**config.mk**
```make
export PLATFORM = sky130hd
export DESIGN_NAME = light_sensor_readout_regs
export DESIGN_NICKNAME = d
export VERILOG_FILES = /design/src/hw/light_sensor_pkg.sv /design/src/hw/light_sensor_readout_regs.sv /design/src/hw/open_drain_sync.sv
export SDC_FILE = /design/constraint.sdc
export NUM_CORES = 1
export LEC_CHECK = 0
export BUFFER_PORTS_ARGS = -buffer_cell sky130_fd_sc_hd__buf_2
export CAP_MARGIN = 20
export CORE_ASPECT_RATIO = 0.75
export CORE_MARGIN = 5
export CORE_UTILIZATION = 48
export CTS_CLUSTER_DIAMETER = 30
export DETAILED_ROUTE_END_ITERATION = 10
export GPL_ROUTABILITY_DRIVEN = 0
export MAX_ROUTING_LAYER = met4
export PLACE_DENSITY = 0.75
export SKIP_LAST_GASP = 1
export SYNTH_ARGS = -nofsm -noshare
export SYNTH_HDL_FRONTEND = slang
export SYNTH_SLANG_ARGS = --single-unit
```
**constraint.sdc**
```tcl
create_clock -name i_clk -period 2.6 [get_ports i_clk]
set_input_delay 0.26 -clock i_clk [delete_from_list [all_inputs] [get_ports i_clk]]
set_output_delay 0.26 -clock i_clk [all_outputs]
set_load 0.02 [all_outputs]
```
**src/hw/light_sensor_pkg.sv**
```systemverilog
`default_nettype none
package light_sensor_pkg;
  localparam logic [7:0] CONFIG_ADDR = 8'h0d;
  localparam logic [7:0] GAIN_ADDR = 8'h0f;
  localparam logic [7:0] ID_ADDR = 8'h12;
  localparam logic [7:0] STATUS_ADDR = 8'h13;
  localparam logic [7:0] CH0_LOW_ADDR = 8'h14;
  localparam logic [7:0] CH0_HIGH_ADDR = 8'h15;
  localparam logic [7:0] CH1_LOW_ADDR = 8'h16;
  localparam logic [7:0] CH1_HIGH_ADDR = 8'h17;
  localparam logic [7:0] CONFIG_RESET = 8'h00;
  localparam logic [7:0] GAIN_RESET = 8'h00;
  localparam int GAIN_LEVEL_BIT = 2;
  localparam int WAIT_LONG_BIT = 1;
  localparam int IRQ_FLAG_BIT = 4;
  localparam int VALID_BIT = 0;
  localparam int WAIT_LONG_FACTOR = 12;
  // gain scale in hundredths: 0.16 or 1
  localparam logic [6:0] SCALE_LOW = 7'h10;
  localparam logic [6:0] SCALE_UNITY = 7'h64;
  localparam logic [6:0] GAIN_1X = 7'h01;
  localparam logic [6:0] GAIN_8X = 7'h08;
  localparam logic [6:0] GAIN_16X = 7'h10;
  localparam logic [6:0] GAIN_120X = 7'h78;
  // one wait step 2.73 ms, in microseconds
  localparam int WAIT_STEP_US = 2730;
  localparam int CLK_MHZ = 50;
  localparam int WAIT_STEP_CYCLES = WAIT_STEP_US * CLK_MHZ;
  typedef enum logic [1:0] {
    GAIN_SEL_1X = 2'b00,
    GAIN_SEL_8X = 2'b01,
    GAIN_SEL_16X = 2'b10,
    GAIN_SEL_120X = 2'b11
  } gain_sel_t;
  typedef struct packed {
    logic [7:0] addr;
    logic [7:0] wdata;
    logic wr;
    logic rd;
  } reg_req_t;
  typedef struct packed {
    logic [15:0] ch0;
    logic [15:0] ch1;
    logic done;
  } result_t;
endpackage
`default_nettype wire

```
**src/hw/light_sensor_readout_regs.sv**
```systemverilog
`default_nettype none
//
// Contract
// - gain level bit scales 1x/8x by 0.16
// - wait long multiplies wait by 12
// - gain select picks 1x/8x/16x/120x
// - read-only part id at 0x12
// - status read-only, reserved bits zero
// - status bit 4 mirrors interrupt
// - status bit 0 set after integration
// - 16-bit counts, low byte even address
// - low-byte read latches high shadow
// - shadow holds despite new results
// - interrupt and bus lines open-drain; here only the interrupt is, o_rdata is driven both ways
// - interrupt on ch0 outside thresholds
// - wait field two's complement steps
// - measure enable starts converter
module light_sensor_readout_regs #(
  parameter logic [7:0] PART_ID = 8'h5a  // arbitrary value
) (
  input wire logic i_clk,
  input wire logic i_rst,
  input wire light_sensor_pkg::reg_req_t i_req,
  output logic [7:0] o_rdata,
  input wire light_sensor_pkg::result_t i_result,
  input wire logic i_measure_enable,
  input wire logic i_light_irq_mask,
  input wire logic [15:0] i_low_threshold,
  input wire logic [15:0] i_high_threshold,
  input wire logic [7:0] i_wait_time_field,
  input wire logic i_irq_pin,
  output logic o_irq_out,
  output logic o_irq_oe_n,
  output logic [6:0] o_gain_value,
  output logic [6:0] o_gain_scale,
  output logic [12:0] o_wait_steps
);
  logic [7:0] config_reg;
  logic [7:0] gain_reg;
  logic [15:0] ch0_reg;
  logic [15:0] ch1_reg;
  logic [7:0] shadow0_reg;
  logic [7:0] shadow1_reg;
  logic valid_reg;
  logic irq_reg;
  logic irq_level;
  logic [7:0] status_value;
  logic [8:0] wait_base;

  function automatic logic hit(input logic [7:0] a, input logic [7:0] b);
    hit = (a == b);
  endfunction

  // read back of the shared line, so status shows what the pin carries
  open_drain_sync u_irq_sync (
    .i_clk(i_clk),
    .i_rst(i_rst),
    .i_pin(i_irq_pin),
    .o_level(irq_level)
  );

  always_ff @(posedge i_clk)
  begin
    if (i_rst)
      config_reg <= light_sensor_pkg::CONFIG_RESET;
    else if (i_req.wr && hit(i_req.addr, light_sensor_pkg::CONFIG_ADDR))
      config_reg <= i_req.wdata;
  end

  always_ff @(posedge i_clk)
  begin
    if (i_rst)
      gain_reg <= light_sensor_pkg::GAIN_RESET;
    else if (i_req.wr && hit(i_req.addr, light_sensor_pkg::GAIN_ADDR))
      gain_reg <= i_req.wdata;
  end

  // results land only from the converter; bus writes never reach them
  always_ff @(posedge i_clk)
  begin
    if (i_rst)
    begin
      ch0_reg <= 16'h0000;
      ch1_reg <= 16'h0000;
    end
    else if (i_result.done && i_measure_enable)
    begin
      ch0_reg <= i_result.ch0;
      ch1_reg <= i_result.ch1;
    end
  end

  // valid clears when measuring stops
  always_ff @(posedge i_clk)
  begin
    if (i_rst)
      valid_reg <= 1'b0;
    else if (!i_measure_enable)
      valid_reg <= 1'b0;
    else if (i_result.done)
      valid_reg <= 1'b1;
  end

  // threshold compare on each fresh ch0 result, gated by the mask
  always_ff @(posedge i_clk)
  begin
    if (i_rst)
      irq_reg <= 1'b0;
    else if (!i_light_irq_mask || !i_measure_enable)
      irq_reg <= 1'b0;
    else if (i_result.done)
      irq_reg <= (i_result.ch0 < i_low_threshold) ||
                 (i_result.ch0 > i_high_threshold);
  end

  // shadows are loaded only on their own low read, so pairs stay whole
  always_ff @(posedge i_clk)
  begin
    if (i_rst)
      shadow0_reg <= 8'h00;
    else if (i_req.rd && hit(i_req.addr, light_sensor_pkg::CH0_LOW_ADDR))
      shadow0_reg <= ch0_reg[15:8];
  end

  always_ff @(posedge i_clk)
  begin
    if (i_rst)
      shadow1_reg <= 8'h00;
    else if (i_req.rd && hit(i_req.addr, light_sensor_pkg::CH1_LOW_ADDR))
      shadow1_reg <= ch1_reg[15:8];
  end

  always_comb
  begin
    status_value = 8'h00;
    status_value[light_sensor_pkg::IRQ_FLAG_BIT] = !irq_level;
    status_value[light_sensor_pkg::VALID_BIT] = valid_reg;
  end

  always_ff @(posedge i_clk)
  begin
    if (i_rst)
      o_rdata <= 8'h00;
    else if (i_req.rd)
    begin
      case (i_req.addr)
        light_sensor_pkg::CONFIG_ADDR: o_rdata <= config_reg;
        light_sensor_pkg::GAIN_ADDR: o_rdata <= gain_reg;
        light_sensor_pkg::ID_ADDR: o_rdata <= PART_ID;
        light_sensor_pkg::STATUS_ADDR: o_rdata <= status_value;
        light_sensor_pkg::CH0_LOW_ADDR: o_rdata <= ch0_reg[7:0];
        light_sensor_pkg::CH0_HIGH_ADDR: o_rdata <= shadow0_reg;
        light_sensor_pkg::CH1_LOW_ADDR: o_rdata <= ch1_reg[7:0];
        light_sensor_pkg::CH1_HIGH_ADDR: o_rdata <= shadow1_reg;
        default: o_rdata <= 8'h00;
      endcase
    end
  end

  // open drain: only ever pull low, enable low while pulling
  assign o_irq_out = 1'b0;
  assign o_irq_oe_n = !irq_reg;

  always_comb
  begin
    case (light_sensor_pkg::gain_sel_t'(gain_reg[1:0]))
      light_sensor_pkg::GAIN_SEL_1X: o_gain_value = light_sensor_pkg::GAIN_1X;
      light_sensor_pkg::GAIN_SEL_8X: o_gain_value = light_sensor_pkg::GAIN_8X;
      light_sensor_pkg::GAIN_SEL_16X:
        o_gain_value = light_sensor_pkg::GAIN_16X;
      light_sensor_pkg::GAIN_SEL_120X:
        o_gain_value = light_sensor_pkg::GAIN_120X;
      default: o_gain_value = light_sensor_pkg::GAIN_1X;
    endcase
  end

  // scaling above 8x is left unsupported, so no guard is spent on it
  assign o_gain_scale = config_reg[light_sensor_pkg::GAIN_LEVEL_BIT] ?
    light_sensor_pkg::SCALE_LOW : light_sensor_pkg::SCALE_UNITY;

  // 0xff gives one step, 0x00 gives 256
  assign wait_base = 9'h100 - {1'b0, i_wait_time_field};
  // widen before the product, a 9-bit product would wrap above 511
  assign o_wait_steps = config_reg[light_sensor_pkg::WAIT_LONG_BIT] ?
    13'(wait_base) * 13'(light_sensor_pkg::WAIT_LONG_FACTOR) :
    13'(wait_base);

  chk_gain_scale_low: assert property (
    @(posedge i_clk) disable iff (i_rst)
    config_reg[light_sensor_pkg::GAIN_LEVEL_BIT] |->
    o_gain_scale == light_sensor_pkg::SCALE_LOW)
    else $error("gain scale wrong");
  chk_wait_long_mul: assert property (
    @(posedge i_clk) disable iff (i_rst)
    config_reg[light_sensor_pkg::WAIT_LONG_BIT] |->
    o_wait_steps == 13'(wait_base * light_sensor_pkg::WAIT_LONG_FACTOR))
    else $error("wait long factor wrong");
  chk_gain_sel_120: assert property (
    @(posedge i_clk) disable iff (i_rst)
    gain_reg[1:0] == light_sensor_pkg::GAIN_SEL_120X |->
    o_gain_value == light_sensor_pkg::GAIN_120X)
    else $error("gain select wrong");
  chk_id_read_back: assert property (
    @(posedge i_clk) disable iff (i_rst)
    i_req.rd && i_req.addr == light_sensor_pkg::ID_ADDR |=>
    o_rdata == PART_ID)
    else $error("id read wrong");
  chk_status_reserved: assert property (
    @(posedge i_clk) disable iff (i_rst)
    i_req.rd && i_req.addr == light_sensor_pkg::STATUS_ADDR |=>
    o_rdata[7:5] == 3'h0 && o_rdata[3:1] == 3'h0)
    else $error("status reserved bits set");
  chk_valid_after_done: assert property (
    @(posedge i_clk) disable iff (i_rst)
    i_result.done && i_measure_enable |=> valid_reg)
    else $error("valid not set");
  chk_shadow_holds: assert property (
    @(posedge i_clk) disable iff (i_rst)
    !(i_req.rd && i_req.addr == light_sensor_pkg::CH0_LOW_ADDR) |=>
    $stable(shadow0_reg))
    else $error("shadow changed");
  chk_shadow_loads: assert property (
    @(posedge i_clk) disable iff (i_rst)
    i_req.rd && i_req.addr == light_sensor_pkg::CH1_LOW_ADDR |=>
    shadow1_reg == $past(ch1_reg[15:8]))
    else $error("shadow not loaded");
  chk_ro_no_write: assert property (
    @(posedge i_clk) disable iff (i_rst)
    i_req.wr && !i_result.done |=> $stable(ch0_reg))
    else $error("result changed by write");
  chk_irq_release: assert property (
    @(posedge i_clk) disable iff (i_rst)
    !i_light_irq_mask || !i_measure_enable |=>
    o_irq_oe_n && o_irq_out == 1'b0)
    else $error("interrupt not released");
endmodule
`default_nettype wire

```
**src/hw/open_drain_sync.sv**
```systemverilog
`default_nettype none
// three-stage sampler; level changes when stages two and three agree
module open_drain_sync (
  input wire logic i_clk,
  input wire logic i_rst,
  input wire logic i_pin,
  output logic o_level
);
  logic [2:0] stage_reg;
  always_ff @(posedge i_clk)
  begin
    if (i_rst)
      stage_reg <= 3'h7;
    else
      stage_reg <= {stage_reg[1:0], i_pin};
  end
  always_ff @(posedge i_clk)
  begin
    if (i_rst)
      o_level <= 1'b1;
    else if (stage_reg[1] == stage_reg[2])
      o_level <= stage_reg[2];
  end
endmodule
`default_nettype wire

```
==> results.txt <==
Post-synth EDFFs: 0
GRT Total Usage: 21.1%
Clock Latency Late Sink: 340 ps
Power Density: 509 nW/um^2
Remaining DRCs: 0
Count of input and output buffers: 126
RSZ-0062 raised after global routing: yes
Synth Flop Type: dfxtp_1
CP endpoint kind: output port
Flop2flop setup slack: 1140 ps
Worst slack, placed: -149 ps
Fin. max-slew vios: 0
Syn_area_per_cell: 8.01 sq um
Yosys Warn Count: 0
Initial detailed-routing violation count: 250
Initial antenna violation count: 1
Post-DP HPWL: 9850 um
Max FO, Critical Path: 4
Minimum clock period: 2700 ps
Final setup vio count: 3
Cell row count: 31
Max_slew headroom: 50.1%
Status: finished with violations
Dpl cell area: 5660 sq um
Sw Ratio: 25.8%
Setup TNS: -157 ps
Worst Path Required: 2340 ps
Die height: 96.8 um
Core area: 9740 sq um
Num ports: 133
Comb pwr share: 16.2%
Sequential share of the synthesized area: 32.4%
CTS Hold Bufs: 0
Die ar.: 12200 sq um
PnR worst setup slack: -97.2 ps
CP startpoint kind: input port
Clock root buffer: clkbuf_16
Asr flop ratio synth: 0%
Period utilisation layout: 104%
Most common cell after layout, fill and taps aside: buf_2
Sequential Power Share: 40.1%
Clock Pin Slew Worst Setup and Hold Paths: 60 ps
Synth unique cells: 60
Fmax: 371 MHz
CTS tree: yes
TritonCTS buffer count: 9
Class of the worst hold path: in2reg
Failing checks: negative setup slack
Post-route ant nets: 0
Slew @ Worst Pin: 749 ps
Mapped cell area: 4820 sq um
Core Util, Final: 62.3%
Initial Util: 49.5%
Routed WL: 12700 um
Internal: 2.29 mW
Synthesized netlist cell count: 602
Max VDD drop: 0.301 mV
Clk sinks: 78
Leak: 2.82 nW
Type of the worst setup path: in2out
Share of layout cells above drive strength 1: 26.8%
Worst clock skew: 7.07 ps
Routed wire per std cell: 14.7 um
Max-Cap Viols: 0
First-pass GRT wire length: 21200 um
Fin area: 6070 sq um
Worst path arrival time: 2440 ps
Largest net degree at the start of global routing: 78
Switching power: 0.796 mW
Synth Register Bits: 78
Most frequent cells in the layout: 123 x buf_2, 86 x nand2_1, 78 x dfxtp_1
Area grow syn2layout: 25.9%
Max H-tree Level: 3
Vias in the first global route: 4620
Vias per cell: 5.33
Final net count: 859
Final hold violation count: 0
DRT Pass-1 Iters: 5
Max Buffers Root-to-Sink: 2
DR vias: 4608
Clock power share: 43.7%
Total grt overflow: 0
Die width: 126 um
==> final cells by class <==
cell class,count,area (sq um)
clock inverter,6,93.8
tap,132,165
inverter,44,168
clock buffer,10,229
antenna,1,2.50
fill,858,3670
multi-input combinational,441,3000
timing repair buffer,153,852
sequential,78,1560
==> critical path, stage by stage <==
cell	delay, ps
buf_6	90
or4_4	550
or4b_4	530
inv_4	80
ha_4	190
a21o_1	160
a41oi_2	190
mux2i_2	220
buf_4	160
==> repair_timing <==
item                       in CTS  in global routing
setup endpoints to repair       3                  5
pin swaps                       9                  3
resized for setup              13                  5
buffers inserted                1                  0
==> cell families after synthesis <==
| logic type | count (synthesis) | share of synthesized area, % |
|---|---|---|
| and+or+nand+nor | 208 | 20.7 |
| buffers and inverters | 88 | 7.66 |
| muxes | 46 | 9.58 |
| adders and majority gates | 36 | 9.35 |
| DFF | 78 | 32.4 |
| other | 1 | 0.0778 |
| xor gates and xnor gates | 13 | 2.67 |
| AOI/OAI and AO/OA | 132 | 17.5 |
==> per-stage QoR <==
step / total power [mW] / cells / hold slack (ps)
after floorplan: 1.57 / 607 / 364
after global placement: 1.73 / 847 / 400
after detailed placement: 1.75 / 847 / 401
after CTS: 3.09 / 864 / 108
after global routing: 3.22 / 865 / 116
final: 3.09 / 865 / 114
==> power by group through the flow <==
stage	sequential [mW]	clock [mW]	combinational [mW]
after floorplan	1.26	0	0.314
after global placement	1.26	0	0.469
after detailed placement	1.26	0	0.489
after CTS	1.24	1.35	0.501
after global routing	1.24	1.41	0.566
final	1.24	1.35	0.502
==> cell usage after synthesis (7+ instances only) <==
library cell	number	area (sq um)
nand2_1	86	323
dfxtp_1	78	1560
a21oi_1	60	300
nor2_1	50	188
mux2i_1	45	450
inv_1	43	161
ha_1	36	450
clkbuf_1	31	116
o21ai_0	15	75.1
nand2b_1	11	68.8
buf_4	10	75.1
a21o_1	8	60.1
o211ai_1	8	60.1
xnor2_1	8	70.1
a2bb2oi_1	7	61.3
a31oi_1	7	43.8
nand3_1	7	35.0
nor2b_1	7	43.8
==> final timing paths <==
path                            cells after the start                      end                    start
worst min register to register                      1  u_irq_sync.stage_reg[1]  u_irq_sync.stage_reg[0]
worst max-delay path                                9         o_wait_steps[11]     i_wait_time_field[3]
worst max register to register                      6               o_rdata[4]           shadow1_reg[4]
worst min-delay path                                2  u_irq_sync.stage_reg[0]                i_irq_pin
==> per-layer routing <==
metal | wire length [um] | GRT usage [%]
met4 | 161 | 5.42
met2 | 5730 | 32.3
met5 | 0 | -
met1 | 5840 | 28.3
met3 | 959 | 4.96
Power figures use the tool's default switching activity.
